$ cat config.mk
export PLATFORM = sky130hd
export DESIGN_NAME = pirf_flags
export DESIGN_NICKNAME = d
export VERILOG_FILES = /design/src/shared/pirf_pkg.sv /design/src/design/pirf_flags.sv /design/src/design/pirf_edge_det.sv
export SDC_FILE = /design/constraint.sdc
export NUM_CORES = 1
export LEC_CHECK = 0
export BUFFER_PORTS_ARGS = -buffer_cell sky130_fd_sc_hd__buf_2
export CORE_MARGIN = 3
export CORE_UTILIZATION = 25
export CTS_CLUSTER_SIZE = 28
export DETAILED_ROUTE_END_ITERATION = 7
export GPL_TIMING_DRIVEN = 0
export PLACE_DENSITY_LB_ADDON = 0.1
export SYNTH_ARGS = -nofsm -noshare
export SYNTH_HDL_FRONTEND = slang
export SYNTH_HIERARCHICAL = 1
export SYNTH_SLANG_ARGS = --single-unit
$ cat constraint.sdc
create_clock -name i_ref_clk -period 1.3 [get_ports i_ref_clk]
set_input_delay 0.26 -clock i_ref_clk [delete_from_list [all_inputs] [get_ports i_ref_clk]]
set_output_delay 0.26 -clock i_ref_clk [all_outputs]
set_load 0.005 [all_outputs]
$ cat src/shared/pirf_pkg.sv
// Purpose: Constants for the peripheral event flag and reset cause status bank.
// Assumes: One 10 MHz core clock, plain register port with 8-bit data.
// Notes:   Register offsets are word indexes on the plain port.
`default_nettype none
package pirf_pkg;
   localparam int unsigned ADDR_W                 = 4;
   localparam int unsigned DATA_W                 = 8;
   // ----------------------------------------------------------------
   // Register offsets
   // ----------------------------------------------------------------
   localparam logic [3:0]  OFF_EVENT_FLAGS        = 4'h0;
   localparam logic [3:0]  OFF_RESET_STATUS       = 4'h1;
   localparam logic [3:0]  OFF_BOR_CONTROL        = 4'h2;
   // ----------------------------------------------------------------
   // Event flag field positions
   // ----------------------------------------------------------------
   localparam int unsigned BIT_CONV_DONE          = 6;
   localparam int unsigned BIT_CAPCMP             = 5;
   localparam int unsigned BIT_CMP2               = 4;
   localparam int unsigned BIT_CMP1               = 3;
   localparam int unsigned BIT_PERIOD             = 1;
   localparam int unsigned BIT_OVF                = 0;
   localparam logic [7:0]  EVENT_MASK_FULL        = 8'h7B;
   localparam logic [7:0]  EVENT_MASK_REDUCED     = 8'h19;
   // ----------------------------------------------------------------
   // Reset status and control fields
   // ----------------------------------------------------------------
   localparam int unsigned BIT_POR                = 1;
   localparam int unsigned BIT_BOR                = 0;
   localparam int unsigned BIT_BOR_EN             = 0;
   localparam logic [7:0]  EVENT_RESET            = 8'h00;
   localparam logic [1:0]  STATUS_RESET           = 2'b00;
   localparam logic        BOR_EN_RESET           = 1'b1;
   // ----------------------------------------------------------------
   // Capture/compare unit modes
   // ----------------------------------------------------------------
   typedef enum logic [1:0] {
      PIRF_CCP_OFF,
      PIRF_CCP_CAPTURE,
      PIRF_CCP_COMPARE,
      PIRF_CCP_PWM
   } pirf_ccp_mode_t;
endpackage : pirf_pkg
`default_nettype wire

$ cat src/design/pirf_flags.sv
// Purpose: Peripheral event flag register and reset cause status register.
// Assumes: Events are single-cycle pulses or levels synchronous to i_ref_clk.
// Notes:   Power-on and brown-out causes arrive as pulses from the reset logic.
`default_nettype none
module pirf_flags #(
   parameter bit FULL_VARIANT = 1'b1
) (
   // Clock and reset
   input  wire logic                          i_ref_clk,
   input  wire logic                          i_reset,
   // Register port
   input  wire logic [pirf_pkg::ADDR_W-1:0]   i_addr,
   input  wire logic [pirf_pkg::DATA_W-1:0]   i_wdata,
   input  wire logic                          i_wr,
   input  wire logic                          i_rd,
   output var  logic [pirf_pkg::DATA_W-1:0]   o_rdata,
   // Peripheral events
   input  wire logic                          i_conv_done,
   input  wire logic                          i_conv_start,
   input  wire pirf_pkg::pirf_ccp_mode_t      i_ccp_mode,
   input  wire logic                          i_capture_event,
   input  wire logic                          i_compare_match,
   input  wire logic                          i_cmp1_out,
   input  wire logic                          i_cmp2_out,
   input  wire logic                          i_period_match,
   input  wire logic                          i_timer1_overflow,
   // Reset causes
   input  wire logic                          i_por_event,
   input  wire logic                          i_bor_event,
   // Status out
   output var  logic [pirf_pkg::DATA_W-1:0]   o_event_flags,
   output var  logic                          o_bor_enable
);
   import pirf_pkg::*;

   // The flag and status maps are byte wide, so any other width is refused.
   if (DATA_W != 8) begin : g_bad_width
      $error("pirf_flags: data width must be 8");
   end

   // ----------------------------------------------------------------
   // Decode
   // ----------------------------------------------------------------
   typedef enum logic [1:0] {
      PIRF_SEL_NONE,
      PIRF_SEL_EVENT,
      PIRF_SEL_STATUS,
      PIRF_SEL_CTRL
   } pirf_sel_t;

   // Shared by the write decode and the read mux so that both follow one map.
   function automatic pirf_sel_t pirf_sel(input logic [ADDR_W-1:0] addr);
      pirf_sel_t sel;
      sel = PIRF_SEL_NONE;
      if (addr == OFF_EVENT_FLAGS) begin
         sel = PIRF_SEL_EVENT;
      end else if (addr == OFF_RESET_STATUS) begin
         sel = PIRF_SEL_STATUS;
      end else if (addr == OFF_BOR_CONTROL) begin
         sel = PIRF_SEL_CTRL;
      end
      return sel;
   endfunction : pirf_sel

   logic [7:0] impl_mask;
   logic       wr_event;
   logic       wr_status;
   logic       wr_ctrl;
   logic       cmp1_change;
   logic       cmp2_change;
   logic [7:0] hw_set;
   logic [7:0] event_flags;
   logic [7:0] next_event_flags;
   logic       por_ok;
   logic       bor_ok;
   logic       bor_en;
   logic [7:0] status_view;

   always_comb begin
      impl_mask = FULL_VARIANT ? EVENT_MASK_FULL : EVENT_MASK_REDUCED;
   end

   always_comb begin
      wr_event  = 1'b0;
      wr_status = 1'b0;
      wr_ctrl   = 1'b0;
      if (i_wr && pirf_sel(i_addr) == PIRF_SEL_EVENT) begin
         wr_event = 1'b1;
      end else if (i_wr && pirf_sel(i_addr) == PIRF_SEL_STATUS) begin
         wr_status = 1'b1;
      end else if (i_wr && pirf_sel(i_addr) == PIRF_SEL_CTRL) begin
         wr_ctrl = 1'b1;
      end
   end

   pirf_edge_det u_cmp1 (
      .i_ref_clk (i_ref_clk),
      .i_reset   (i_reset),
      .i_level   (i_cmp1_out),
      .o_change  (cmp1_change)
   );

   pirf_edge_det u_cmp2 (
      .i_ref_clk (i_ref_clk),
      .i_reset   (i_reset),
      .i_level   (i_cmp2_out),
      .o_change  (cmp2_change)
   );

   // ----------------------------------------------------------------
   // Event flags
   // ----------------------------------------------------------------
   // Enables live elsewhere; here only the capture/compare mode and the variant mask gate a set.
   always_comb begin
      hw_set                = 8'h00;
      hw_set[BIT_CONV_DONE] = i_conv_done;
      hw_set[BIT_CAPCMP]    = (i_ccp_mode == PIRF_CCP_CAPTURE && i_capture_event)
                           || (i_ccp_mode == PIRF_CCP_COMPARE && i_compare_match);
      hw_set[BIT_CMP2]      = cmp2_change;
      hw_set[BIT_CMP1]      = cmp1_change;
      hw_set[BIT_PERIOD]    = i_period_match;
      hw_set[BIT_OVF]       = i_timer1_overflow;
   end

   always_comb begin
      next_event_flags = event_flags;
      if (wr_event) begin
         next_event_flags = i_wdata;
      end
      // Starting a new conversion drops a stale done indication.
      if (i_conv_start) begin
         next_event_flags[BIT_CONV_DONE] = 1'b0;
      end
      next_event_flags = (next_event_flags | hw_set) & impl_mask;
   end

   always_ff @(posedge i_ref_clk) begin
      if (i_reset) begin
         event_flags <= EVENT_RESET;
      end else begin
         event_flags <= next_event_flags;
      end
   end

   // ----------------------------------------------------------------
   // Reset cause status and brown-out control
   // ----------------------------------------------------------------
   // Reset value 0 marks the power-on that reset this logic.
   always_ff @(posedge i_ref_clk) begin
      if (i_reset) begin
         por_ok <= STATUS_RESET[BIT_POR];
      end else if (i_por_event) begin
         por_ok <= 1'b0;
      end else if (wr_status) begin
         por_ok <= i_wdata[BIT_POR];
      end
   end

   always_ff @(posedge i_ref_clk) begin
      if (i_reset) begin
         bor_ok <= STATUS_RESET[BIT_BOR];
      end else if (i_bor_event && bor_en) begin
         bor_ok <= 1'b0;
      end else if (wr_status) begin
         bor_ok <= i_wdata[BIT_BOR];
      end
   end

   always_ff @(posedge i_ref_clk) begin
      if (i_reset) begin
         bor_en <= BOR_EN_RESET;
      end else if (wr_ctrl) begin
         bor_en <= i_wdata[BIT_BOR_EN];
      end
   end

   always_comb begin
      status_view           = 8'h00;
      status_view[BIT_POR]  = por_ok;
      status_view[BIT_BOR]  = bor_ok && bor_en;
   end

   // ----------------------------------------------------------------
   // Read port and outputs
   // ----------------------------------------------------------------
   always_ff @(posedge i_ref_clk) begin
      if (i_reset) begin
         o_rdata <= 8'h00;
      end else if (i_rd) begin
         if (pirf_sel(i_addr) == PIRF_SEL_EVENT) begin
            o_rdata <= event_flags;
         end else if (pirf_sel(i_addr) == PIRF_SEL_STATUS) begin
            o_rdata <= status_view;
         end else if (pirf_sel(i_addr) == PIRF_SEL_CTRL) begin
            o_rdata <= {7'h00, bor_en};
         end else begin
            o_rdata <= 8'h00;
         end
      end else begin
         o_rdata <= 8'h00;
      end
   end

   always_ff @(posedge i_ref_clk) begin
      if (i_reset) begin
         o_event_flags <= EVENT_RESET;
         o_bor_enable  <= BOR_EN_RESET;
      end else begin
         o_event_flags <= next_event_flags;
         o_bor_enable  <= wr_ctrl ? i_wdata[BIT_BOR_EN] : bor_en;
      end
   end
endmodule : pirf_flags
`default_nettype wire

$ cat src/design/pirf_edge_det.sv
// Purpose: Change detector for one comparator output.
// Assumes: Input is synchronous to the core clock.
// Notes:   The first sample after reset is taken as the reference level.
`default_nettype none
module pirf_edge_det (
   // Clock and reset
   input  wire logic i_ref_clk,
   input  wire logic i_reset,
   // Level in, change pulse out
   input  wire logic i_level,
   output var  logic o_change
);
   logic prev;
   logic primed;

   // Priming avoids a false change flag on the first cycle after reset.
   always_ff @(posedge i_ref_clk) begin
      if (i_reset) begin
         prev   <= 1'b0;
         primed <= 1'b0;
      end else begin
         prev   <= i_level;
         primed <= 1'b1;
      end
   end

   always_comb begin
      o_change = primed && (prev != i_level);
   end
endmodule : pirf_edge_det
`default_nettype wire

==> results of run 1 <==
==> cells in the mapped netlist <==
cell       count
dfxtp_1       19
and2_1         6
a211oi_1       5
nor2_1         5
buf_4          4
nor2b_1        4
nor4_1         4
o21ai_0        4
inv_1          3
nand2_1        3
a21oi_1        2
a31oi_1        2
nand3_1        2
nor3_1         2
xor2_1         2
a2111oi_1      1
a21boi_0       1
a221oi_1       1
a311o_2        1
and3b_1        1
buf_2          1
buf_6          1
clkbuf_2       1
conb_1         1
mux2i_1        1
nand2b_1       1
nand3b_1       1
nor2_4         1
nor3b_4        1
o21a_1         1
or2_2          1
or3b_1         1
or4b_4         1
==> critical path, cell delays in order <==
cell and delay, ps:
buf_2 130, buf_6 140, or4b_4 520, nor2_4 160, and2_1 130
==> power by group through the flow <==
| stage | registers (mW) | logic, mW | clock network [mW] |
|---|---|---|---|
| global placement | 0.632 | 0.158 | 0 |
| global route | 0.624 | 0.179 | 0.325 |
| finish | 0.619 | 0.160 | 0.291 |
| floorplan | 0.632 | 0.0778 | 0 |
| CTS | 0.620 | 0.162 | 0.302 |
| detailed placement | 0.633 | 0.161 | 0 |
==> routing by layer <==
layer  share of wire [%]  global-route usage, %
met2                  46                   17.3
met1                  44                   11.1
met4                0.86                   3.23
met3                 9.0                   4.81
met5                   0                      0
==> final timing paths <==
check | end | cells after the start
setup / recovery | o_rdata[5]$_SDFF_PP0_ | 5
hold / removal | por_ok$_SDFFE_PP0P_ | 2
setup reg to reg | o_event_flags[3]$_SDFF_PP0_ | 4
hold reg to reg | o_rdata[0]$_SDFF_PP0_ | 2
==> kinds of logic after synthesis <==
logic type | count (synthesis) | synth area share, %
AOI/OAI and AO/OA | 18 | 15.3
other | 1 | 0.458
muxes | 1 | 1.22
buffers and inverters | 10 | 7.64
DFF | 19 | 46.5
and+or+nand+nor | 34 | 26.8
xor gates and xnor gates | 2 | 2.14
==> layout make-up <==
type,count,area (sq um)
Buffer,7,51.3
Inverter,3,11.3
Timing Repair Buffer,38,190
Fill cell,332,1980
Clock buffer,4,26.3
Tap cell,44,55.1
Multi-Input combinational cell,59,387
Sequential cell,19,380
==> per-stage QoR <==
| stage | hold WS, ps | total power, mW | setup TNS (ps) | instances |
|---|---|---|---|---|
| after floorplan | 317 | 0.710 | 0 | 88 |
| after global placement | 433 | 0.790 | -735 | 170 |
| after detailed placement | 434 | 0.793 | -874 | 170 |
| after CTS | 112 | 1.08 | 0 | 174 |
| after global routing | 111 | 1.13 | 0 | 174 |
| final | 120 | 1.07 | 0 | 174 |
==> state kept, by name, summed over array words and instances, names as in the netlist <==
| register | flops |
|---|---|
| o_event_flags | 6 |
| o_rdata | 6 |
| bor_ok | 1 |
| o_bor_enable | 1 |
| por_ok | 1 |
| u_cmp1/prev | 1 |
| u_cmp1/primed | 1 |
| u_cmp2/prev | 1 |
| u_cmp2/primed | 1 |
==> results summary, run 1 <==
The time the final worst path needs with I/O delays and setup came out at 1100 ps. The signal arrival time at the worst endpoint came out at 1340 ps. In this run the power density over the cells is 972 nW/um^2. The number of H-tree levels came out at 1. The post-route fraction of the period consumed by the critical path is 84.6%. The CTS buffer count is 3.

The required arrival time at the worst endpoint came out at 1540 ps. The overall routing resource usage is 10.2%. The number of instances resized during post-cts repair came out at 0. The path class of the tightest hold or removal check is in -> reg. The region available for standard cell placement spans 3080 sq um. The number of instances in the synthesized netlist came out at 85.

The floorplan die area is 4000 sq um. The number of max-capacitance violations reported came out at 0. The finished cells cover 1100 sq um.

The final max-slew violation count came to 0. Once routing completed, OpenROAD measured the worst setup slack at 200 ps. The routability-driven placement congestion ratio is 0.747. The floorplan has 20 rows. The final route contains 733 vias. dfxtp_1 takes more of the synthesized area than any other cell. The worst hold path begins at i_por_event. The sequential share of power is 57.9%. The hold violation total from the final report is 0. The repair_antennas step left the layout with diodes totalling 0. The total wire length after detailed routing came out at 1980 um. The switching power as a share of total power came out at 24.4%.

The number of placed I/O pins came out at 45. The per-instance average area after synthesis came out at 9.63 sq um. The initial utilization of the core area, before any placement, comes to 26.6%. The most critical setup path has its startpoint at i_reset. Clock-pin slew was measured on the worst setup and hold paths at 100 ps. The internal power contribution is 0.809 mW.

The placed instances occupy a cell area of 1070 sq um. The worst setup skew after layout came out at 3.03 ps. In this run, the number of DRC markers left after iteration 0 of detailed routing was 8. The proportion of layout cells with a drive suffix above 1 came out at 40.8%.

The count of TritonRoute iterations in the first routing pass is 2. The tree is rooted in a clkbuf_4. The maximum clock rate is 909 MHz. For this run, the number of Yosys warnings is 6. The logic gate share of total power is 14.9%. The number of failing setup endpoints in the final timing report came out at 0. The number of synthesized register bits is 19. The type of the setup path with the least slack is in -> reg. The worst-case vdd ir drop came out at 0.700 mV. The analysis attributes to net switching a power of 0.261 mW. The area growth from synthesis to layout is 34.6%. The final-stage net count is 159. The post-CTS setup buffer count is 0.

The die boundary width is 63.2 um. The total overflow reported by the global router is 0. The sequential-to-total area share from yosys stat came out at 46.5%. The share of Yosys cell area claimed by the top area cell type is 46.5%. The ratio of routed vias to standard cells came out at 4.21. The clock network latency to the later pin of the worst-skew pair came out at 290 ps. The number of nets with antenna violations after detailed routing is 0. The number of global-route vias before repair came to 711. The static power due to leakage is 0.503 nW. The maximum fanout along the worst path came out at 10. The run finished with clean final reports. The post-cts hold buffer count is 0. STA classifies the critical path startpoint as an input pin.

The number of different library cells in the post-synthesis netlist came out at 33. By area the synthesized netlist is led by dfxtp_1 46%, a211oi_1 4.6%, and2_1 4.6%, buf_4 3.7%, nor2b_1 3.1%. The detailed placement HPWL came out at 1550 um. In the layout the commonest cells are 39 x buf_2, 19 x dfxtp_1, 6 x and2_1. The capturing element type of the critical path is a register. The maximum buffer depth of the clock tree came out at 2.

The register-to-register setup slack is 240 ps. Entering global routing, the biggest net connects 11 pins. The TritonCTS sink count is 19. The initial antenna violation count is 0.

The core occupancy in the finished layout came out at 35.8%. The global-route wire length before repair came out at 3180 um. The total DRC errors in the routed layout came out at 0. Setup repair after global routing left no endpoint under its margin.

The height of the die came out at 63.2 um. The worst setup slack before clock tree synthesis came out at -115 ps. In this run, the clock network consumes 27.2% of the power. The most common cell after layout, fill and taps aside is buf_2. Buffers placed on the I/O ports in this run total 38. TritonCTS built the clock tree. The worst register-to-register path begins at u_cmp1/prev$_SDFF_PP0_. Dividing the detail-routed wire length by the instance count gives 11.4 um. The synthesized area is 818 sq um.
Note: power is estimated with default switching activity, not from simulation.
==> inputs of run 2 (changes only) <==
==> constraint.sdc (replaced) <==
create_clock -name i_ref_clk -period 1 [get_ports i_ref_clk]
set_input_delay 0.2 -clock i_ref_clk [delete_from_list [all_inputs] [get_ports i_ref_clk]]
set_output_delay 0.2 -clock i_ref_clk [all_outputs]
set_load 0.005 [all_outputs]
==> results summary, run 2 (synthesis results as in run 1) <==
The run finished, with violations left. The checks that failed: setup timing. The number of diodes added for antenna fixing is 0 (unchanged). The count of vias placed by the detailed router is 751 (+2.5%). The die boundary width came to 63.2 um (unchanged). The combined flip-flop and latch cell area came out at 392 sq um (+3.0%). The clock network latency to the later pin of the worst-skew pair is 290 ps (about the same). The ratio of routed vias to standard cells came out at 4.27 (+1.3%). The worst-case reg-to-reg path depth was 4 (unchanged). The growth of design area from synthesis to finish came out at 42.5%.

The final-stage net count was 161 (+1.3%). The largest registers in the layout are o_event_flags x6, o_rdata x6. The biggest cell delay along the critical path came out at 330 ps (-190 ps). The register-to-register setup slack is -20 ps (-260 ps).

The starting density of the core came out at 26.6% (unchanged). The fill cell total of the finished layout came out at 335 (+0.90%). STA classifies the critical path endpoint as a register. The maximum number of pins on one net before global-route repair is 15 (+4). The worst setup skew after layout is 1.48 ps (-1.55 ps). The initial DRC count came out at 3 (-5). The detailed placement HPWL came to 1580 um (+2.0%). The height of the die came out at 63.2 um (unchanged).

The number of H-tree levels was 1 (unchanged). The hold path endpoint is por_ok$_SDFFE_PP0P_. The core footprint came out at 3080 sq um (unchanged). The number of failing setup endpoints in the final timing report came to 2 (+2).

Leaving out fill and tap cells, the most frequent cell in the layout is buf_2. The type of the setup path with the least slack is reg -> reg. The core occupancy in the finished layout is 37.9% (+2.1 points). The floorplan die area came out at 4000 sq um (unchanged). The worst hold-check slack is 61.8 ps (-58.5 ps). The hold violation total from the final report is 0 (unchanged). The clock tree root buffer cell is clkbuf_4.

The wire length per cell came out at 11.8 um (+4.0%). The routability-driven placement congestion ratio is 0.718 (-4.0%). In this run the most critical hold path is launched from i_por_event. The total wire length after detailed routing came out at 2080 um (+5.2%). The number of max-capacitance violations reported is 0 (unchanged). The proportion of layout cells with a drive suffix above 1 came out at 52.3% (+12 points).

The required arrival time at the worst endpoint came out at 1180 ps (-360 ps). The number of global-route vias before repair is 707 (-0.56%). The maximum clock rate came out at 978 MHz. In this run the critical register-to-register path is captured at o_event_flags[4]$_SDFF_PP0_. The critical path goes through xor2_1 > and2_1 > nor4_1 > a211oi_1. The total power divided by cell area is 1230 nW/um^2 (+26%). The count of buffers inserted at the top-level ports came out at 38 (unchanged). The static power due to leakage came to 0.524 nW (+4.3%).

The number of nets with antenna violations after detailed routing is 0 (unchanged). The initial antenna violation count is 0 (unchanged). Leaving out fill and tap cells, the most frequent cells in the layout are 38 x buf_2, 10 x dfxtp_1, 9 x dfxtp_2.

The TritonCTS sink count was 19 (unchanged). The worst-case vdd ir drop is 0.450 mV (-36%). The worst hold path stage count came out at 2 (unchanged). The CTS buffer count came out at 3 (unchanged).

The time the final worst path needs with I/O delays and setup is 1020 ps. Setup repair after global routing could not meet its margin everywhere. The worst setup slack before clock tree synthesis was -344 ps (-228 ps). The total overflow reported by the global router is 0 (unchanged). The signal arrival time at the worst endpoint is 1210 ps (-130 ps). The launch point of the worst reg-to-reg path is u_cmp2/prev$_SDFF_PP0_. The area of the multi-input gates is 417 sq um (+7.8%). The maximum buffer depth of the clock tree came out at 2 (unchanged). The post-route fraction of the period consumed by the critical path is 102%. The TritonCTS clock tree is yes.

For this design, the slowest cell found on the critical path is dfxtp_2. The clock slew seen by the registers of the worst setup and hold paths is 110 ps (about the same). The global-route wire length before repair came to 3350 um (+5.4%).

The final max-slew violation count came out at 0 (unchanged). The overall routing resource usage came out at 10.8% (+0.60 points). The smallest setup slack after layout came to -23.0 ps (-223 ps). The count of TritonRoute iterations in the first routing pass came out at 2 (unchanged).

The total DRC errors in the routed layout came out at 0 (unchanged). The tightest min-delay check is of the in -> reg type. The type of origin of the critical path is a register.

The number of placed I/O pins was 45 (unchanged). The number of rows created at floorplan came out at 20 (unchanged). The maximum fanout along the worst path is 2 (-8).
==> run 2: cell types whose count changed in the layout (fill, tap and decap cells not counted), sizes merged <==
cell    before  now
buf         44   47
clkbuf       5    4
==> run 2: final cells by class <==
class,count,share of cell area [%]
timing repair buffer,41,18.5
clock buffer,4,2.25
multi-input combinational,59,35.7
buffer,6,4.29
sequential,19,33.6
inverter,3,0.966
tap,44,4.72
==> run 2: worst max-delay path by stage <==
stage	from	end	slack, ps	cells past startpoint
6_report	u_cmp2/prev$_SDFF_PP0_	o_event_flags[4]$_SDFF_PP0_	-20	4
5_1_grt	u_cmp2/prev$_SDFF_PP0_	o_event_flags[4]$_SDFF_PP0_	-60	4
4_1_cts	u_cmp1/prev$_SDFF_PP0_	o_event_flags[3]$_SDFF_PP0_	-60	4
3_5_place_dp	i_reset	o_rdata[4]$_SDFF_PP0_	-340	5
3_3_place_gp	i_reset	o_rdata[4]$_SDFF_PP0_	-340	5
2_1_floorplan	i_reset	o_rdata[3]$_SDFF_PP0_	-80	4
==> run 2: timing repair <==
action / 4_1_cts / 5_1_grt
resized for setup: 6 / 10
cloned: 0 / 0
endpoints found under the setup margin: 9 / 10
buffers inserted: 0 / 3
hold buffers: 0 / 0
pin swaps: 8 / 6
==> run 2: power breakdown <==
part           switching [mW]  total, mW  internal (mW)
logic                   0.110      0.235          0.125
registers              0.0160      0.808          0.792
clock network           0.235      0.390          0.155
==> run 2: critical path, delay by kind of cell (launching register included) <==
kind	cells	cell delay [ps]
AOI/OAI and AO/OA	1	70
xor gates and xnor gates	1	120
DFF	1	330
and+or+nand+nor	2	400
==> run 2: through the flow <==
stage	area (sq um)	TNS, ps	instances	power, mW
floorplan	847	-782	88	0.929
CTS	1110	-97.3	173	1.43
global placement	1090	-4040	170	1.04
global route	1170	-163	176	1.53
finish	1170	-28.9	176	1.43
detailed placement	1090	-4090	170	1.04
==> run 2: routing by layer <==
layer	GRT usage [%]	part of all wire [%]	up-vias	wire length (um)
met3	4.63	8.0	2	166
met4	4.04	0.58	0	12
met5	0	0	-	0
li1	-	-	391	-
met1	12.7	46	332	950
met2	17.3	46	26	953
==> inputs of run 3 (changes only) <==
--- a/config.mk
+++ b/config.mk
@@ -11,7 +11,7 @@
 export CTS_CLUSTER_SIZE = 28
 export DETAILED_ROUTE_END_ITERATION = 7
 export GPL_TIMING_DRIVEN = 0
-export PLACE_DENSITY_LB_ADDON = 0.1
+export SETUP_SLACK_MARGIN = 0.1
 export SYNTH_ARGS = -nofsm -noshare
 export SYNTH_HDL_FRONTEND = slang
 export SYNTH_HIERARCHICAL = 1
==> results summary, run 3 (synthesis results as in run 1) <==
The run finished, with violations left. The final reports fail on setup timing. The overall routing resource usage came out at 11.3% (+0.56 points). The hold violation total from the final report came out at 0 (unchanged). The path class of the tightest hold or removal check is in -> reg.

The static power due to leakage is 0.615 nW (+17%). The critical path buffer and inverter count came out at 0 (unchanged). The total power divided by cell area is 1090 nW/um^2 (-11%). The biggest cell delay along the critical path is 330 ps (about the same). The number of nets with antenna violations after detailed routing came out at 0 (unchanged). Setup repair after global routing could not meet its margin everywhere. The highest-delay cell along the critical path is dfxtp_2. The TritonCTS clock tree is yes. The top cell types in the final layout, fill and taps aside, are 31 x buf_2, 18 x buf_4, 9 x dfxtp_1, 9 x dfxtp_2, 6 x buf_6. The floorplan die area came out at 4000 sq um (unchanged). The largest registers in the layout are o_event_flags x6, o_rdata x6. The number of diodes added for antenna fixing was 0 (unchanged). The count of TritonRoute iterations in the first routing pass is 4 (+2).

The number of max-capacitance violations reported is 0 (unchanged). The wire length per cell is 12.0 um (+1.2%). The clock network latency to the later pin of the worst-skew pair was 300 ps (about the same).

Relative to the synthesized area, the layout overhead comes to 69.7%. The total overflow reported by the global router came to 0 (unchanged). The TritonCTS sink count came out at 19 (unchanged). The maximum buffer depth of the clock tree is 2 (unchanged).

The critical path's top delay family is simple AND/OR/NAND/NOR gates. The sequential share of power is 53.1% (-3.3 points). The power dissipated by switching net loads was 0.392 mW (+8.6%). The worst setup path is captured at a register. The post-route non-filler standard cell count came out at 187 (+6.3%). The smallest setup slack after layout is -63.2 ps (-40.3 ps). The detailed placement HPWL came out at 1560 um (-1.2%). The global-route wire length before repair came out at 3520 um (+5.0%). Walking the worst path, the cells encountered are xor2_1 > and2_1 > nor4_2 > a211oi_1. The clock slew seen by the registers of the worst setup and hold paths is 100 ps (about the same). The final-stage net count is 172 (+6.8%).

The initial DRC count is 21 (+18). The number of rows created at floorplan came out at 20 (unchanged). The ratio of routed vias to standard cells came out at 4.49 (+5.1%). The height of the die is 63.2 um (unchanged).

The maximum clock rate was 941 MHz (-3.8%). The core footprint is 3080 sq um (unchanged). The post-route fraction of the period consumed by the critical path came out at 106% (+4.0 points). The worst-case vdd ir drop is 0.387 mV (-14%). The routability-driven placement congestion ratio came out at 0.784 (+9.3%).

The logic gate share of total power is 21.4% (+5.0 points). The time the final worst path needs with I/O delays and setup came out at 1060 ps (+40.3 ps). The maximum fanout along the worst path came out at 2 (unchanged). The number of global-route vias before repair is 804 (+14%). The total wire length after detailed routing came to 2240 um (+7.5%). The number of failing setup endpoints in the final timing report was 2 (unchanged).

The starting density of the core came out at 26.6% (unchanged). The initial antenna violation count was 0 (unchanged). The internal power contribution was 1.12 mW (+4.8%). The switching power as a share of total power was 25.8% (+0.68 points). The final standard cell area without fillers came out at 1390 sq um (+19%).

The proportion of layout cells with a drive suffix above 1 came out at 63.6% (+11 points). The count of vias placed by the detailed router came out at 839 (+12%). The maximum number of pins on one net before global-route repair is 11 (-4). The signal arrival time at the worst endpoint came out at 1250 ps (+40 ps). The worst setup skew after layout came out at 0.450 ps (-1.03 ps). The clock tree root buffer cell is clkbuf_4. The CTS buffer count came to 3 (unchanged). The total DRC errors in the routed layout came to 0 (unchanged).

The library cell used most frequently in the layout, excluding fill and tap cells, is buf_2. The type of the setup path with the least slack is reg -> reg. The post-cts hold buffer count is 0 (unchanged).

The clock network fraction of total power is 25.4% (-1.8 points). The count of buffers inserted at the top-level ports came out at 38 (unchanged). The total instance count after detailed placement came to 170 (unchanged). The final max-slew violation count came out at 0 (unchanged). The die boundary width came out at 63.2 um (unchanged). The number of H-tree levels came out at 1 (unchanged). The required arrival time at the worst endpoint is 1180 ps (about the same).

The number of placed I/O pins is 45 (unchanged). The placement-stage cell area is 1090 sq um (unchanged). The worst setup path is launched from a register.
run 3: repair_timing:
action	CTS	global route
buffers inserted	9	5
setup endpoints to repair	24	25
resized for setup	21	22
gates cloned	0	0
pin swaps	18	8
run 3: stage by stage:
stage	utilization, %	hold WS (ps)	worst slack (ps)	total power [mW]	TNS [ps]
floorplan	-	257	-83.2	0.929	-782
global placement	35.5	372	-334	1.03	-3840
detailed placement	35.5	374	-321	1.04	-4110
CTS	40.8	53.7	-71.0	1.47	-114
global route	45.1	45.8	-98.9	1.59	-209
finish	45.1	54.7	-63.2	1.52	-95.7
run 3: path summary, 6_finish.rpt:
| check | start | endpoint | slack, ps | cells after the start |
|---|---|---|---|---|
| worst max-delay path | u_cmp2/prev$_SDFF_PP0_ | o_event_flags[4]$_SDFF_PP0_ | -60 | 4 |
| worst max register to register | u_cmp2/prev$_SDFF_PP0_ | o_event_flags[4]$_SDFF_PP0_ | -60 | 4 |
| worst min-delay path | i_por_event | por_ok$_SDFFE_PP0P_ | 50 | 2 |
| worst min register to register | por_ok$_SDFFE_PP0P_ | por_ok$_SDFFE_PP0P_ | 480 | 2 |
run 3: power by group through the flow:
| stage | combinational (mW) | sequential [mW] | clock, mW |
|---|---|---|---|
| finish | 0.325 | 0.805 | 0.386 |
| global route | 0.353 | 0.810 | 0.429 |
| CTS | 0.273 | 0.807 | 0.391 |
| detailed placement | 0.216 | 0.823 | 0 |
| global placement | 0.211 | 0.821 | 0 |
| floorplan | 0.107 | 0.822 | 0 |
run 3: routing by layer:
metal	routed length (um)	GRT usage [%]	vias to the layer above	share of wire, %
met4	62	7.01	0	2.8
met2	1110	19.9	42	49
li1	-	-	409	-
met1	841	11.4	381	38
met3	228	3.92	7	10
met5	0	0	-	0
run 3: cell type report:
| class | instances | area, sq um |
|---|---|---|
| timing repair buffer | 52 | 343 |
| buffer | 6 | 58.8 |
| clock buffer | 4 | 26.3 |
| sequential | 19 | 395 |
| fill | 288 | 1690 |
| inverter | 3 | 11.3 |
| multi-input combinational | 59 | 499 |
| tap | 44 | 55.1 |
run 3: worst reg2reg max path: cells and delay by family (launching register included):
kind / cells / cell delay, ps
DFF: 1 / 330
AOI/OAI and AO/OA: 1 / 80
and+or+nand+nor: 2 / 420
xor gates and xnor gates: 1 / 120
